--- src/async_request_ack_posting_map.svh ---
// Register offsets, field positions, reset values and codes of the request acceptance block.
`ifndef ASYNC_REQUEST_ACK_POSTING_MAP_SVH
`define ASYNC_REQUEST_ACK_POSTING_MAP_SVH

// Register byte offsets on the APB port.
`define REG_CONTROL 8'h00
`define REG_LIMIT_LOW 8'h04
`define REG_LIMIT_HIGH 8'h08
`define REG_STATUS 8'h0C
`define REG_FAIL_LOW 8'h10
`define REG_FAIL_HIGH 8'h14

// Control register fields.
`define CTRL_RUN_BIT 0
`define CTRL_POST_BIT 1
`define CTRL_DUAL_BIT 2
`define CTRL_RETRY_LSB 8
`define CTRL_RESET 32'h0000_0300

// Status register fields.
`define STAT_DEAD_BIT 0
`define STAT_FAIL_BIT 1
`define STAT_PEND_LSB 4
`define STAT_SPACE_LSB 16

// Address space boundaries.
`define LIMIT_RESET 48'h0000_0000_0000
`define UPPER_TOP 48'hFFFE_FFFF_FFFF
`define REG_SPACE_BASE 48'hFFFF_0000_0000

// Transaction codes of received requests.
`define TC_WRITE_QUAD 4'h0
`define TC_WRITE_BLOCK 4'h1
`define TC_READ_QUAD 4'h4
`define TC_READ_BLOCK 4'h5
`define TC_LOCK 4'h9
`define TC_PHY 4'hE

// Acknowledge codes.
`define ACK_COMPLETE 4'h1
`define ACK_PENDING 4'h2
`define ACK_BUSY_X 4'h4
`define ACK_BUSY_A 4'h5
`define ACK_BUSY_B 4'h6

// Number of posted-write error records.
`define POSTED_SLOTS 4

`endif

--- src/async_request_ack_posting_pkg.sv ---
// Types shared by the request acceptance block and its posted-write record.
package async_request_ack_posting_pkg;

   // One incoming request header as seen by the link side.
   typedef struct packed {
      logic [3:0] tcode;
      logic [15:0] ext_tcode;
      logic [47:0] offset;
      logic [15:0] source_id;
      logic [14:0] quadlets;
   } request_type;

   // Where an accepted request goes.
   typedef enum logic [1:0] {
      dest_none,
      dest_physical,
      dest_async
   } dest_type;

   // Acknowledge decision for one request.
   typedef struct packed {
      logic valid;
      logic [3:0] code;
      dest_type dest;
      logic posted;
      logic [1:0] slot;
   } ack_type;

   // One posted-write error record.
   typedef struct packed {
      logic busy;
      logic physical;
      logic [15:0] node_id;
      logic [47:0] offset;
   } record_type;

endpackage : async_request_ack_posting_pkg

--- src/async_request_ack_posting.sv ---
// Acknowledge choice, posted-write tracking, ordering and receive-context failure handling.
//
// Decided for this implementation: the APB register port and the register addresses.
`timescale 1ns/1ps
`default_nettype none
`include "async_request_ack_posting_map.svh"

module async_request_ack_posting
#(
   parameter int posted_slots = `POSTED_SLOTS
)
(
   // Clock and reset.
   input wire logic pclk,
   input wire logic presetn,
   // APB register port.
   input wire logic psel,
   input wire logic penable,
   input wire logic pwrite,
   input wire logic [7:0] paddr,
   input wire logic [31:0] pwdata,
   output logic pready,
   output logic [31:0] prdata,
   output logic pslverr,
   // Incoming request header and its acknowledge.
   input wire logic req_valid,
   input wire async_request_ack_posting_pkg::request_type req,
   input wire logic req_fifo_full,
   output async_request_ack_posting_pkg::ack_type ack,
   // System side of the request receive FIFO.
   input wire logic desc_len_valid,
   input wire logic [13:0] request_buffer_length,
   input wire logic store_quadlet,
   input wire logic store_fail,
   // Heads of the two request queues.
   input wire logic arq_head_valid,
   output logic arq_head_go,
   output logic arq_head_drop,
   input wire logic phys_head_valid,
   output logic phys_head_go,
   // Memory completion of posted writes.
   input wire logic mem_done_valid,
   input wire logic [1:0] mem_done_slot,
   input wire logic mem_done_error,
   output logic posted_fail_event,
   // Transmit acknowledge and retry control.
   input wire logic tx_ack_valid,
   input wire logic [3:0] tx_ack_code,
   output logic tx_retry,
   output logic tx_give_up
);

   // Block state in one register, apart from the held request header and the posted records.
   typedef struct packed {
      logic pready;
      logic [31:0] prdata;
      logic pslverr;
      logic context_running;
      logic post_enable;
      logic dual_retry;
      logic [3:0] retry_limit;
      logic [47:0] physical_range_limit;
      logic [14:0] space;
      logic dead;
      logic fail_sticky;
      logic [31:0] posted_fail_offset_low;
      logic [31:0] posted_fail_offset_high;
      async_request_ack_posting_pkg::ack_type ack;
      logic busy_phase;
      logic arq_go;
      logic arq_drop;
      logic phys_go;
      logic fail_event;
      logic [3:0] tx_count;
      logic tx_retry;
      logic tx_give_up;
   } state_type;

   state_type state;
   state_type next_state;

   async_request_ack_posting_pkg::record_type recs [posted_slots];
   logic [posted_slots-1:0] slot_alloc;
   logic [posted_slots-1:0] slot_done;
   logic free_found;
   logic [1:0] free_slot;
   logic [3:0] pending_count;
   logic phys_pending;
   logic defined_tcode;
   logic is_write;
   logic in_reg_space;
   logic ext_block;
   logic below_limit;
   logic in_upper;
   logic async_blocked;
   logic bus_write;
   logic [15:0] space_sum;
   logic [3:0] busy_code;
   async_request_ack_posting_pkg::record_type done_rec;
   logic [15:0] req_hold_node;
   logic [47:0] req_hold_offset;

   // Lowest free record, pending totals and the record that is completing.
   // A slot being filled this cycle counts as taken, so back-to-back posts never share it.
   always_comb
   begin
      free_found = 1'b0;
      free_slot = 2'h0;
      pending_count = 4'h0;
      phys_pending = 1'b0;
      for (int i = posted_slots - 1; i >= 0; i--)
      begin
         if (!recs[i].busy && !slot_alloc[i])
         begin
            free_found = 1'b1;
            free_slot = 2'(i);
         end
         pending_count = pending_count + {3'h0, recs[i].busy};
         phys_pending = phys_pending | (recs[i].busy & recs[i].physical);
      end
      done_rec = recs[mem_done_slot];
   end

   // Request classification; only request codes from the bus standard are accepted.
   assign defined_tcode = (req.tcode == `TC_WRITE_QUAD) || (req.tcode == `TC_WRITE_BLOCK) ||
      (req.tcode == `TC_READ_QUAD) || (req.tcode == `TC_READ_BLOCK) ||
      (req.tcode == `TC_LOCK) || (req.tcode == `TC_PHY);
   assign is_write = (req.tcode == `TC_WRITE_QUAD) || (req.tcode == `TC_WRITE_BLOCK);
   assign in_reg_space = req.offset >= `REG_SPACE_BASE;
   assign ext_block = (req.ext_tcode != 16'h0000) && ((req.tcode == `TC_WRITE_BLOCK) ||
      (req.tcode == `TC_READ_BLOCK) || (req.tcode == `TC_LOCK));
   assign below_limit = req.offset < state.physical_range_limit;
   assign in_upper = !below_limit && (req.offset <= `UPPER_TOP);
   assign async_blocked = state.dead || req_fifo_full ||
      ({1'b0, state.space} < {1'b0, req.quadlets});
   assign bus_write = psel && penable && pwrite && state.pready;
   assign busy_code = !state.dual_retry ? `ACK_BUSY_X :
      (state.busy_phase ? `ACK_BUSY_B : `ACK_BUSY_A);
   assign space_sum = {1'b0, state.space} +
      (desc_len_valid ? {2'h0, request_buffer_length} : 16'h0000) -
      (store_quadlet ? 16'h0001 : 16'h0000);

   // Record allocation and completion strobes, one per slot.
   always_comb
   begin
      for (int i = 0; i < posted_slots; i++)
      begin
         slot_alloc[i] = state.ack.posted && (state.ack.slot == 2'(i));
         slot_done[i] = mem_done_valid && (mem_done_slot == 2'(i));
      end
   end

   // One record per posted write that may be outstanding.
   generate
      for (genvar g = 0; g < posted_slots; g++)
      begin : gen_record
         posted_record u_record
         (
            .pclk(pclk),
            .presetn(presetn),
            .alloc(slot_alloc[g]),
            .alloc_physical(state.ack.dest == async_request_ack_posting_pkg::dest_physical),
            .alloc_node(req_hold_node),
            .alloc_offset(req_hold_offset),
            .done(slot_done[g]),
            .rec(recs[g])
         );
      end
   endgenerate

   // Header of the request just acknowledged, held for the record it allocates.
   always_ff @(posedge pclk or negedge presetn)
   begin
      if (!presetn)
      begin
         req_hold_node <= 16'h0000;
         req_hold_offset <= 48'h0000_0000_0000;
      end
      else if (req_valid)
      begin
         req_hold_node <= req.source_id;
         req_hold_offset <= req.offset;
      end
   end

   // Next-state logic for the bus slave, the acknowledge and the queue gates.
   always_comb
   begin
      next_state = state;
      next_state.ack = '0;
      next_state.arq_go = 1'b0;
      next_state.arq_drop = 1'b0;
      next_state.phys_go = 1'b0;
      next_state.fail_event = 1'b0;
      next_state.tx_retry = 1'b0;
      next_state.tx_give_up = 1'b0;

      // APB: one wait state, then the write lands on the edge that samples pready.
      next_state.pready = psel && penable && !state.pready;
      next_state.pslverr = 1'b0;
      if (psel && penable && !state.pready)
      begin
         next_state.prdata = 32'h0000_0000;
         if (paddr == `REG_CONTROL)
         begin
            next_state.prdata[`CTRL_RUN_BIT] = state.context_running;
            next_state.prdata[`CTRL_POST_BIT] = state.post_enable;
            next_state.prdata[`CTRL_DUAL_BIT] = state.dual_retry;
            next_state.prdata[`CTRL_RETRY_LSB +: 4] = state.retry_limit;
         end
         else if (paddr == `REG_LIMIT_LOW)
         begin
            next_state.prdata = state.physical_range_limit[31:0];
         end
         else if (paddr == `REG_LIMIT_HIGH)
         begin
            next_state.prdata[15:0] = state.physical_range_limit[47:32];
         end
         else if (paddr == `REG_STATUS)
         begin
            next_state.prdata[`STAT_DEAD_BIT] = state.dead;
            next_state.prdata[`STAT_FAIL_BIT] = state.fail_sticky;
            next_state.prdata[`STAT_PEND_LSB +: 4] = pending_count;
            next_state.prdata[`STAT_SPACE_LSB +: 15] = state.space;
         end
         else if (paddr == `REG_FAIL_LOW)
         begin
            next_state.prdata = state.posted_fail_offset_low;
         end
         else if (paddr == `REG_FAIL_HIGH)
         begin
            next_state.prdata = state.posted_fail_offset_high;
         end
         else
         begin
            next_state.pslverr = 1'b1;
         end
      end
      if (bus_write)
      begin
         if (paddr == `REG_CONTROL)
         begin
            next_state.context_running = pwdata[`CTRL_RUN_BIT];
            next_state.post_enable = pwdata[`CTRL_POST_BIT];
            next_state.dual_retry = pwdata[`CTRL_DUAL_BIT];
            next_state.retry_limit = pwdata[`CTRL_RETRY_LSB +: 4];
         end
         else if (paddr == `REG_LIMIT_LOW)
         begin
            next_state.physical_range_limit[31:0] = pwdata;
         end
         else if (paddr == `REG_LIMIT_HIGH)
         begin
            next_state.physical_range_limit[47:32] = pwdata[15:0];
         end
         else if ((paddr == `REG_STATUS) && pwdata[`STAT_FAIL_BIT])
         begin
            next_state.fail_sticky = 1'b0;
         end
      end

      // Link-side space count; a store failure kills the context until it is stopped.
      if (!state.context_running)
      begin
         next_state.space = 15'h0000;
         next_state.dead = 1'b0;
      end
      else if (store_fail || state.dead)
      begin
         next_state.space = 15'h0000;
         next_state.dead = 1'b1;
      end
      else
      begin
         next_state.space = space_sum[14:0];
      end

      // Acknowledge choice, in falling priority.
      if (req_valid && defined_tcode)
      begin
         next_state.ack.valid = req.tcode != `TC_PHY;
         if (in_reg_space || ext_block)
         begin
            next_state.ack.code = `ACK_PENDING;
            next_state.ack.dest = async_request_ack_posting_pkg::dest_async;
         end
         else if (below_limit)
         begin
            next_state.ack.dest = async_request_ack_posting_pkg::dest_physical;
            next_state.ack.code = `ACK_PENDING;
            if (is_write && state.post_enable && free_found)
            begin
               next_state.ack.code = `ACK_COMPLETE;
               next_state.ack.posted = 1'b1;
               next_state.ack.slot = free_slot;
            end
         end
         else if (async_blocked)
         begin
            next_state.ack.code = busy_code;
            next_state.busy_phase = !state.busy_phase;
         end
         else if (in_upper && is_write)
         begin
            next_state.ack.dest = async_request_ack_posting_pkg::dest_async;
            next_state.ack.code = free_found ? `ACK_COMPLETE : busy_code;
            next_state.ack.posted = free_found;
            next_state.ack.slot = free_slot;
            next_state.busy_phase = state.busy_phase ^ !free_found;
         end
         else
         begin
            next_state.ack.code = `ACK_PENDING;
            next_state.ack.dest = async_request_ack_posting_pkg::dest_async;
         end
      end

      // Async queue head waits for physical posts; a dead context drains it instead.
      if (arq_head_valid && !state.arq_go && !state.arq_drop)
      begin
         if (state.dead)
         begin
            next_state.arq_drop = 1'b1;
         end
         else if (!phys_pending && !(state.ack.posted &&
            (state.ack.dest == async_request_ack_posting_pkg::dest_physical)))
         begin
            next_state.arq_go = 1'b1;
         end
      end

      // Physical queue leaves strictly in arrival order and ignores async posts.
      next_state.phys_go = phys_head_valid && !state.phys_go;

      // Failure capture; a new failure wins over a clear in the same cycle.
      if (mem_done_valid && mem_done_error && done_rec.busy)
      begin
         next_state.fail_sticky = 1'b1;
         next_state.fail_event = 1'b1;
         next_state.posted_fail_offset_low = done_rec.offset[31:0];
         next_state.posted_fail_offset_high = {done_rec.node_id, done_rec.offset[47:32]};
      end

      // Transmit retry without software; the count restarts on any settled ack.
      if (tx_ack_valid)
      begin
         if ((tx_ack_code == `ACK_BUSY_X) || (tx_ack_code == `ACK_BUSY_A) ||
            (tx_ack_code == `ACK_BUSY_B))
         begin
            if (state.tx_count < state.retry_limit)
            begin
               next_state.tx_retry = 1'b1;
               next_state.tx_count = state.tx_count + 4'h1;
            end
            else
            begin
               next_state.tx_give_up = 1'b1;
               next_state.tx_count = 4'h0;
            end
         end
         else
         begin
            next_state.tx_count = 4'h0;
         end
      end
   end

   // State register; the reset value holds the retry limit field.
   always_ff @(posedge pclk or negedge presetn)
   begin
      if (!presetn)
      begin
         state <= '0;
         state.retry_limit <= 4'(`CTRL_RESET >> `CTRL_RETRY_LSB);
         state.physical_range_limit <= `LIMIT_RESET;
      end
      else
      begin
         state <= next_state;
      end
   end

   // Outputs straight from the state register.
   assign pready = state.pready;
   assign prdata = state.prdata;
   assign pslverr = state.pslverr;
   assign ack = state.ack;
   assign arq_head_go = state.arq_go;
   assign arq_head_drop = state.arq_drop;
   assign phys_head_go = state.phys_go;
   assign posted_fail_event = state.fail_event;
   assign tx_retry = state.tx_retry;
   assign tx_give_up = state.tx_give_up;
endmodule : async_request_ack_posting

`default_nettype wire

--- src/posted_record.sv ---
// One posted-write error record slot, held from acceptance until memory completion.
`timescale 1ns/1ps
`default_nettype none

module posted_record
(
   // Clock and reset.
   input wire logic pclk,
   input wire logic presetn,
   // Allocation of this slot.
   input wire logic alloc,
   input wire logic alloc_physical,
   input wire logic [15:0] alloc_node,
   input wire logic [47:0] alloc_offset,
   // Completion of the write held here.
   input wire logic done,
   // Record contents.
   output async_request_ack_posting_pkg::record_type rec
);

   async_request_ack_posting_pkg::record_type state;
   async_request_ack_posting_pkg::record_type next_state;

   // A new allocation wins over a completion in the same cycle so no write goes untracked.
   always_comb
   begin
      next_state = state;
      if (done)
      begin
         next_state.busy = 1'b0;
      end
      if (alloc)
      begin
         next_state.busy = 1'b1;
         next_state.physical = alloc_physical;
         next_state.node_id = alloc_node;
         next_state.offset = alloc_offset;
      end
   end

   // State register.
   always_ff @(posedge pclk or negedge presetn)
   begin
      if (!presetn)
      begin
         state <= '0;
      end
      else
      begin
         state <= next_state;
      end
   end

   assign rec = state;

endmodule : posted_record

`default_nettype wire

--- config.mk ---
export PLATFORM = sky130hd
export DESIGN_NAME = async_request_ack_posting
export DESIGN_NICKNAME = d
export VERILOG_FILES = /design/src/async_request_ack_posting_pkg.sv /design/src/async_request_ack_posting.sv /design/src/posted_record.sv
export VERILOG_INCLUDE_DIRS = /design/src
export SDC_FILE = /design/constraint.sdc
export NUM_CORES = 1
export LEC_CHECK = 0
export CAP_MARGIN = 10
export CORE_MARGIN = 2
export CORE_UTILIZATION = 25
export DETAILED_ROUTE_END_ITERATION = 10
export DONT_BUFFER_PORTS = 1
export GPL_ROUTABILITY_DRIVEN = 0
export SYNTH_ARGS = -nofsm -noshare
export SYNTH_HDL_FRONTEND = slang
export SYNTH_HIERARCHICAL = 1
export SYNTH_SLANG_ARGS = --single-unit
--- constraint.sdc ---
create_clock -name pclk -period 4.22 [get_ports pclk]
set_clock_uncertainty 0.2 [all_clocks]
set_input_delay 0 -clock pclk [delete_from_list [all_inputs] [get_ports pclk]]
set_output_delay 0 -clock pclk [all_outputs]
set_load 0.005 [all_outputs]
==> flow_summary.yaml, run 1 <==
outcome:
  status: "complete, but fails checks"
  violations: "negative hold slack, max-slew violations"
timing:
  slew_headroom: -0.2206
  fin_ws_ns: 0.2715
  period_minus_slack_ns: 3.949
  rsz0062_at_grt: "false"
  hold_viol: 519
  worstMarginPinSlew_ns: 1.831
  fmax_mhz: 253.3
  fin_tns_setup_ns: 0
  setup_viol: 0
  maxSlewViolCount: 367
  period_share: 0.9357
  holdWs_ns: -1.088
yosys:
  syn-mean-instance-area_sq_um: 13.74
  yosys-top-cells-area: "dfrtp_1 51%, mux2_4 9.3%, mux2_2 8.8%"
  synthMuxAreaShare: 0.2726
  syn-cell-area_sq_um: 25270
  netlist_instances: 1839
  synth_seq_cells: 518
  synthXorXnorAreaFrac: 0.004506
  ys_types: 75
  synth_top_family_by_area: "multiplexers"
  synth_edf_count: 0
  synth_top_area_cell: "dfrtp_1"
  async_flop_share: 1.000
  ys_seq_area_frac: 0.5131
  synth_compound_area_frac: 0.06422
  yosysTopAreaCellShare: 0.5110
  synthAdderAreaFrac: 0.04863
  synthFlopType: "dfrtp_1"
  synth_nets: 2110
  ys_warn_count: 6
  synth-simple-area-share: 0.04541
placed_design:
  dpl.cell_count: 3025
  port_buffers: 0
  pre_cts_slack_ns: 1.232
  post-dp-hpwl_mm: 51.20
clocking:
  clkSlewWorstSetupHoldPaths_ns: 0.06
  numCtsBuffers: 53
  cts_root_buffer: "clkbuf_16"
  clock_sinks: 518
  htree_levels: 2
  postCtsSetupRepairBufs: 0
  cts_tree: "built"
  clk_latency_ns: 0.62
  clockBufferDepth: 3
floorplan:
  ios: 224
  rows: 116
  fp.dieW_microns: 321.9
  core_sq_um: 100100
  die_h_microns: 321.9
  initial_core_util: 0.2523
  fp.dieArea_sq_um: 103600
power_and_ir_drop:
  p_leak_nw: 14.27
  peakVddDrop_mv: 0.3037
  powerDensity_nw_per_um2: 338.8
cells_and_area:
  stdcell_count: 3433
  fin_util: 0.3102
  layout-drive-gt1-share: 0.2594
  areaGrowthSynthToFinish_pct: 22.95
  num-nets-final: 2354
global_route:
  antenna_found_initial: 26
  grt_pass1_vias: 17730
  grt_pass1_wl_mm: 116.3
  overflow: 0
  grt_start_max_net_pins: 519
  grt_usage: 0.1501
worst_setup_path:
  crit_type: "primary input to register"
  path_max_fanout: 32
  crit_arrival_ns: 4.29
  r2r_start: "state[127]"
  timing.rr.end: "ack[4]"
  startpoint_type: "primary input"
  endpoint_kind: "register"
  r2r_cells: 11
  r2r_setup_slack_ns: 0.59
  critPathRequiredTime_ns: 4.57
routing:
  ant_nets: 0
  drt_wl_total_mm: 78.33
  routedWlPerCell_microns: 22.82
  viasPerCell: 4.782
  firstDrtPassIters: 7
  vias: 16420
  drtIter0Drc: 1307
  drc: 0
worst_hold_path:
  hp-class: "primary input to asynchronous set/reset pin"
run:
  maxCapViolCount: 0
-- how the worst max path moves through the flow --
stage	depth (start not counted)	end	slack [ns]	from
2_1_floorplan	13	state[101]	1.61	desc_len_valid
3_3_place_gp	4	gen_record[0].u_record/rec[3]	1.28	ack[2]
3_5_place_dp	4	gen_record[0].u_record/rec[3]	1.23	ack[2]
4_1_cts	13	state[144]	0.11	paddr[6]
5_1_grt	13	state[138]	0.16	paddr[6]
6_report	13	state[144]	0.27	paddr[6]
-- layer usage --
metal / vias to the layer above / global-route usage / share of wire
met3: 125 / 0.04515 / 0.088
met1: 8589 / 0.1973 / 0.43
li1: 7130 / - / -
met4: 24 / 0.04413 / 0.025
met2: 549 / 0.2374 / 0.46
met5: - / 0 / 0.0020
-- state kept, by name (all words and copies together), names as in the netlist, 9 cells and up --
name and count:
gen_record.u_record/rec 264, state 141, ack 9, req_hold_node 16, req_hold_offset 48, prdata 32
-- final cells by class --
type / count / area, sq um
fill: 9933 / 69080
sequential: 518 / 12960
multi-input combinational: 1064 / 11050
timing repair buffer: 321 / 3229
tap: 1298 / 1624
clock buffer: 76 / 1523
inverter: 125 / 469.2
clock inverter: 20 / 181.4
antenna: 11 / 27.53
-- power breakdown --
part           switching (mW)  total, mW  internal (mW)
Sequential              0.100       5.15           5.05
Combinational           0.304      0.705          0.401
Clock                    2.04       4.67           2.64
Total                    2.44       10.5           8.08
-- cells in the mapped netlist (all sizes together) (13+ instances only) --
master,instances
o211ai,13
a222oi,28
nor2,39
ha,95
clkbuf,38
a21o,13
mux4,65
buf,94
nand4,18
dfrtp,516
mux2,427
o21ai,66
a21boi,16
inv,125
nor3,17
a21oi,32
nand2,86
-- through the flow --
| step | power, mW | area, sq um | hold slack (ns) |
|---|---|---|---|
| global route | 10.93 | 31050 | -1.117 |
| detailed placement | 5.588 | 26250 | -0.4700 |
| finish | 10.53 | 31070 | -1.088 |
| global placement | 5.566 | 26250 | -0.4711 |
| CTS | 10.67 | 31010 | -1.133 |
| floorplan | 5.539 | 25270 | -0.4956 |
-- repair_timing --
| action | 4_1_cts | 5_1_grt |
|---|---|---|
| hold buffers | 299 | 2 |
| resized for setup | 0 | 3 |
| endpoints found under the setup margin | 0 | 6 |
| endpoints found under the hold margin | 756 | 531 |
-- cells by family after synthesis --
logic type | Yosys count
AND/OR/NAND/NOR | 226
multiplexers | 495
adder cells (fa/ha/maj) | 97
flip-flops | 518
other | 1
buffers and inverters | 257
XOR/XNOR | 13
AO/OA/AOI/OAI | 232
-- cell usage in the layout, fill, tap and decap left out, types with 7 or more instances in the layout --
| master | n |
|---|---|
| xnor2_1 | 8 |
| inv_1 | 125 |
| buf_4 | 19 |
| a21oi_1 | 32 |
| nor3_1 | 16 |
| o211ai_1 | 13 |
| o21ai_0 | 19 |
| clkbuf_16 | 53 |
| mux4_2 | 65 |
| a21o_1 | 13 |
| mux2_1 | 74 |
| nand4_1 | 16 |
| nand2_1 | 85 |
| clkbuf_1 | 12 |
| a211oi_1 | 10 |
| nor2_1 | 39 |
| and3_1 | 9 |
| clkbuf_8 | 11 |
| mux2_4 | 156 |
| dfrtp_1 | 516 |
| o21ai_1 | 47 |
| diode_2 | 11 |
| mux2_2 | 197 |
| a21boi_0 | 16 |
| clkinv_2 | 12 |
| ha_1 | 95 |
| o21a_1 | 10 |
| nand2b_1 | 7 |
| dlygate4sd3_1 | 297 |
| a222oi_1 | 28 |
| nand3_1 | 10 |
-- critical path: stages --
cell	delay, ns
dlygate4sd3_1	0.55
nor4_2	0.13
dlygate4sd3_1	0.58
buf_4	0.18
nand3_1	0.15
or2_4	0.37
nor3_4	0.14
dlygate4sd3_1	0.59
buf_6	0.27
nand2_1	0.10
dlygate4sd3_1	0.57
o21ai_1	0.08
dlygate4sd3_1	0.56
No activity file was read; power rests on OpenSTA's default activity.
==> run 2: changes to the inputs <==
--- a/config.mk
+++ b/config.mk
@@ -6,12 +6,14 @@
 export SDC_FILE = /design/constraint.sdc
 export NUM_CORES = 1
 export LEC_CHECK = 0
+export ABC_AREA = 1
 export CAP_MARGIN = 10
 export CORE_MARGIN = 2
 export CORE_UTILIZATION = 25
 export DETAILED_ROUTE_END_ITERATION = 10
 export DONT_BUFFER_PORTS = 1
 export GPL_ROUTABILITY_DRIVEN = 0
+export PLACE_DENSITY = 0.4
 export SYNTH_ARGS = -nofsm -noshare
 export SYNTH_HDL_FRONTEND = slang
 export SYNTH_HIERARCHICAL = 1
==> flow_summary.yaml, run 2 <==
yosys:
  ys_types: 58
  ys_top_cells_by_count: "1069 x nand2_1, 516 x dfrtp_1, 188 x inv_1"
  async_flop_share: 1.000
  synth_top_area_cell: "dfrtp_1"
  netlist_instances: 2860
  ys_seq_area_frac: 0.5157
  synth_nets: 3131
  ys_warn_count: 6
  synthFlopType: "dfrtp_1"
  syn-cell-area_sq_um: 25140
  synth_edf_count: 0
  syn-mean-instance-area_sq_um: 8.791
  synth_seq_cells: 518
  yosysMostFrequentCell: "nand2_1"
  yosys-top-cells-area: "dfrtp_1 51%, nand2_1 16%, ha_1 4.7%"
  yosysTopAreaCellShare: 0.5136
cells_and_area:
  multi_input_area_sq_um: 10280
  ff_latch_area_sq_um: 12960
  fillers: 10660
  final_cell_area_sq_um: 30850
  areaGrowthSynthToFinish_pct: 22.69
  num-nets-final: 3309
  stdcell_count: 4391
  layout-drive-gt1-share: 0.08034
  final_cell_mix: "1069 x nand2_1, 516 x dfrtp_1, 271 x dlygate4sd3_1"
  largest_reg_flops: 264
  final_common_cell: "nand2_1"
routing:
  drt_wl_total_mm: 96.84
  drc: 0
  routedWlPerCell_microns: 22.06
  ant_nets: 0
  viasPerCell: 4.617
  firstDrtPassIters: 5
  drtIter0Drc: 1713
  vias: 20280
floorplan:
  ios: 224
  die_h_microns: 321.1
  initial_core_util: 0.2518
  fp.dieW_microns: 321.1
  core_sq_um: 99860
  rows: 116
  fp.dieArea_sq_um: 103100
clocking:
  htree_levels: 3
  cts_root_buffer: "clkbuf_16"
  clock_sinks: 518
  postCtsHoldBufs: 274
  cts_tree: "built"
  clockBufferDepth: 3
  clk_latency_ns: 0.63
  postCtsSetupRepairBufs: 0
  clkSlewWorstSetupHoldPaths_ns: 0.06
  numCtsBuffers: 68
worst_setup_path:
  path_max_fanout: 68
  worstPathCellList: "dlygate4sd3_1 -> buf_16 -> inv_2 -> buf_4 -> nand2_1 -> o221ai_1 -> nand3_1 -> dlygate4sd3_1 -> inv_6 -> buf_4 -> nor2_1 -> a41oi_1 -> dlygate4sd3_1"
  cp_slowest_cell: "dlygate4sd3_1"
  crit_type: "primary input to register"
  crit_arrival_ns: 4.32
  cp_common_cell: "dlygate4sd3_1"
  cp_top_family: "buffers and inverters"
  worst_path_largest_cell_delay_ns: 0.63
  startpoint_type: "primary input"
  critPathRequiredTime_ns: 4.58
  endpoint_kind: "register"
  crit_buf_inv: 8
outcome:
  violations: "negative hold slack, max-slew violations"
  status: "complete, but fails checks"
power_and_ir_drop:
  finalPower_mw: 13.28
  peakVddDrop_mv: 0.2485
  powerDensity_nw_per_um2: 430.5
  p_leak_nw: 14.68
timing:
  slew_headroom: -0.3151
  maxSlewViolCount: 234
  period_share: 0.9365
  worstMarginPinSlew_ns: 1.973
  setup_viol: 0
  holdWs_ns: -1.103
  fmax_mhz: 253.0
  fin_tns_setup_ns: 0
  hold_viol: 518
  rsz0062_at_grt: "false"
  period_minus_slack_ns: 3.952
global_route:
  grt_start_max_net_pins: 519
  overflow: 0
  antenna_found_initial: 15
  grt_usage: 0.1879
  grt_pass1_wl_mm: 142.6
  grt_pass1_vias: 20130
placed_design:
  dpl.cell_count: 3992
  placed_area_sq_um: 25810
  post-dp-hpwl_mm: 58.99
  port_buffers: 0
run:
  maxCapViolCount: 0
worst_hold_path:
  hp-class: "primary input to asynchronous set/reset pin"
## run 2: cell count changes after synthesis, sizes merged, moves of 65 or more
| cell | before | now |
|---|---|---|
| a22oi | 1 | 66 |
| inv | 125 | 202 |
| mux2 | 427 | 79 |
| mux4 | 65 | 0 |
| nand2 | 86 | 1073 |
| nand3 | 11 | 150 |
| nor2 | 39 | 145 |
## run 2: kinds of logic after synthesis
| logic type | count (synthesis) | share of synthesized area |
|---|---|---|
| buf+inv | 390 | 0.07728 |
| xor+xnor | 4 | 0.001394 |
| mux | 79 | 0.03777 |
| fa+ha+maj | 97 | 0.04887 |
| simple gates | 1410 | 0.2236 |
| compound gates | 361 | 0.09530 |
| other cells | 1 | 0.0001491 |
| flops | 518 | 0.5157 |
## run 2: path summary, 6_finish.rpt
kind                                        from                              to  slack, ns  cells past startpoint
worst max-delay path            mem_done_slot[0]                       state[51]       0.27                     13
worst min-delay path                     presetn             req_hold_offset[27]      -1.10                      0
worst max register to register         state[93]                      state[101]       0.66                     16
worst min register to register      phys_head_go                    phys_head_go       0.26                      1
max in group asynchronous                presetn  gen_record[2].u_record/rec[61]       3.36                      0
min in group pclk                      pwdata[2]                      state[104]       0.01                      3
## run 2: worst reg2reg max path: stages (launching register included)
cell,delay [ns]
dfrtp_1,0.35
inv_1,0.11
ha_1,0.29
inv_1,0.04
ha_1,0.31
dlygate4sd3_1,0.59
inv_1,0.06
nor3_1,0.28
inv_1,0.07
nor2_1,0.11
nor2_1,0.04
nand2_1,0.14
nand2_1,0.07
nand3_1,0.08
o21ai_0,0.08
a21oi_1,0.12
dlygate4sd3_1,0.56
## run 2: through the flow
step	utilization	hold WS (ns)	setup WS, ns
6_report	0.3089	-1.103	0.2681
5_1_grt	0.3088	-1.125	0.01127
4_1_cts	0.3087	-1.117	0.1670
3_5_place_dp	0.2585	-0.4399	1.359
3_3_place_gp	0.2585	-0.4388	1.427
2_1_floorplan	-	-0.4956	1.995
## run 2: final cells by class
| type | instances | area share |
|---|---|---|
| Antenna cell | 6 | 0.0004867 |
| Clock buffer | 96 | 0.06518 |
| Timing Repair Buffer | 295 | 0.09613 |
| Sequential cell | 518 | 0.4203 |
| Tap cell | 1298 | 0.05265 |
| Inverter | 203 | 0.02527 |
| Multi-Input combinational cell | 1952 | 0.3333 |
| Clock inverter | 23 | 0.006733 |
## run 2: layer usage
metal,GRT usage,part of all wire
met4,0.04330,0.018
met1,0.2627,0.47
met5,0,0.00069
met3,0.03872,0.061
met2,0.2974,0.45
## run 2: repair_timing
| item | in CTS | in global routing |
|---|---|---|
| hold endpoints to repair | 772 | 518 |
| setup endpoints to repair | 0 | 18 |
| resized for setup | 0 | 2 |
## run 2: where the power goes
group / internal [mW] / switching [mW] / leakage [nW]
sequential: 5.55 / 0.525 / 6.84
clock: 3.45 / 2.38 / 1.10
combinational: 0.690 / 0.676 / 6.73
total: 9.70 / 3.58 / 14.7
==> run 3: changes to the inputs <==
--- a/config.mk
+++ b/config.mk
@@ -13,7 +13,7 @@
 export DETAILED_ROUTE_END_ITERATION = 10
 export DONT_BUFFER_PORTS = 1
 export GPL_ROUTABILITY_DRIVEN = 0
-export PLACE_DENSITY = 0.4
+export PLACE_DENSITY = 0.37
 export SYNTH_ARGS = -nofsm -noshare
 export SYNTH_HDL_FRONTEND = slang
 export SYNTH_HIERARCHICAL = 1
==> flow_summary.yaml, run 3 (synthesis results as in run 2) <==
cells_and_area:
  final_common_cell: "nand2_1"
  fillers: 10480
  ff_latch_area_sq_um: 12960
  final_cell_mix: "1069 x nand2_1, 516 x dfrtp_1, 270 x dlygate4sd3_1"
  fin_util: 0.3079
  multi_input_area_sq_um: 10270
  largest_reg_flops: 264
  stdcell_count: 4386
  num-nets-final: 3312
  final_cell_area_sq_um: 30750
  areaGrowthSynthToFinish_pct: 22.30
  layout-drive-gt1-share: 0.07914
clocking:
  cts_tree: "built"
  clk_latency_ns: 0.64
  clock_sinks: 518
  numCtsBuffers: 66
  htree_levels: 3
  clockBufferDepth: 3
  cts_root_buffer: "clkbuf_16"
  postCtsHoldBufs: 274
  clkSlewWorstSetupHoldPaths_ns: 0.06
  postCtsSetupRepairBufs: 0
worst_setup_path:
  cp_common_cell: "dlygate4sd3_1"
  crit_arrival_ns: 4.17
  path_max_fanout: 68
  cp_top_family: "buffers and inverters"
  endpoint_kind: "register"
  critPathRequiredTime_ns: 4.58
  crit_type: "primary input to register"
  cp_slowest_cell: "dlygate4sd3_1"
  crit_buf_inv: 7
  worstPathCellList: "dlygate4sd3_1 -> buf_16 -> inv_2 -> nor2_4 -> a22oi_2 -> o221ai_1 -> nand3_1 -> dlygate4sd3_1 -> inv_6 -> buf_4 -> nor2_1 -> a41oi_1 -> dlygate4sd3_1"
  worst_path_largest_cell_delay_ns: 0.66
  startpoint_type: "primary input"
routing:
  ant_nets: 0
  drt_wl_total_mm: 100.1
  drtIter0Drc: 1785
  routedWlPerCell_microns: 22.83
  vias: 20860
  drc: 0
  viasPerCell: 4.756
  firstDrtPassIters: 5
power_and_ir_drop:
  powerDensity_nw_per_um2: 422.6
  p_leak_nw: 14.64
  finalPower_mw: 13.00
  peakVddDrop_mv: 0.2562
timing:
  maxSlewViolCount: 311
  worstMarginPinSlew_ns: 2.448
  fmax_mhz: 262.5
  period_minus_slack_ns: 3.809
  holdWs_ns: -1.054
  period_share: 0.9026
  hold_viol: 518
  fin_tns_setup_ns: 0
  setup_viol: 0
  rsz0062_at_grt: "false"
  fin_ws_ns: 0.4112
  slew_headroom: -0.6321
floorplan:
  rows: 116
  die_h_microns: 321.1
  core_sq_um: 99860
  fp.dieW_microns: 321.1
  fp.dieArea_sq_um: 103100
  initial_core_util: 0.2518
  ios: 224
outcome:
  status: "complete, but fails checks"
  violations: "negative hold slack, max-slew violations"
placed_design:
  pre_cts_slack_ns: 1.125
  post-dp-hpwl_mm: 62.15
  placed_area_sq_um: 25860
  dpl.cell_count: 3997
  port_buffers: 0
global_route:
  grt_pass1_wl_mm: 146.9
  overflow: 0
  grt_pass1_vias: 21090
  grt_start_max_net_pins: 519
  antenna_found_initial: 17
  grt_usage: 0.1939
worst_hold_path:
  hp-class: "primary input to asynchronous set/reset pin"
run:
  maxCapViolCount: 0
run 3: timing repair:
item                                   in CTS  in global routing
endpoints found under the hold margin     772                518
setup endpoints to repair                   0                  3
gates resized for setup                     0                  2
run 3: final timing paths:
| path | from | to | slack, ns | cells past startpoint |
|---|---|---|---|---|
| worst max-delay path | mem_done_slot[0] | state[26] | 0.41 | 13 |
| worst min-delay path | presetn | ack[9] | -1.05 | 0 |
| worst max register to register | state[93] | state[101] | 0.65 | 16 |
| worst min register to register | phys_head_go | phys_head_go | 0.25 | 1 |
| max in group asynchronous | presetn | gen_record[1].u_record/rec[60] | 2.98 | 0 |
| min in group pclk | req[37] | ack[3] | 0.06 | 10 |
run 3: area by class of cell:
| type | instances | share of cell area |
|---|---|---|
| clock inverters | 20 | 0.006307 |
| repair buffers | 300 | 0.09814 |
| well taps | 1298 | 0.05282 |
| diodes | 5 | 0.0004069 |
| multi-input cells | 1952 | 0.3341 |
| flip-flops and latches | 518 | 0.4216 |
| clock buffers | 90 | 0.06124 |
| inverters | 203 | 0.02531 |
run 3: power breakdown:
part	internal [mW]	switching [mW]
registers	5.55	0.469
logic	0.687	0.696
clock network	3.25	2.35
run 3: worst reg2reg max path: stages, from the launching register on:
cell	delay [ns]
dfrtp_1	0.34
inv_1	0.09
ha_1	0.29
inv_1	0.04
ha_1	0.29
dlygate4sd3_1	0.60
inv_1	0.07
nor3_1	0.26
inv_1	0.07
nor2_1	0.10
nor2_1	0.04
nand2_1	0.15
nand2_1	0.08
nand3_1	0.10
o21ai_0	0.09
a21oi_1	0.13
dlygate4sd3_1	0.56
run 3: metal layers:
metal	GRT usage	up-vias	share of wire	wire, microns
met4	0.04226	10	0.018	1771
li1	-	9666	-	-
met2	0.3129	619	0.46	46130
met5	0	-	0.00069	69
met1	0.2651	10450	0.46	45580
met3	0.04307	116	0.066	6568
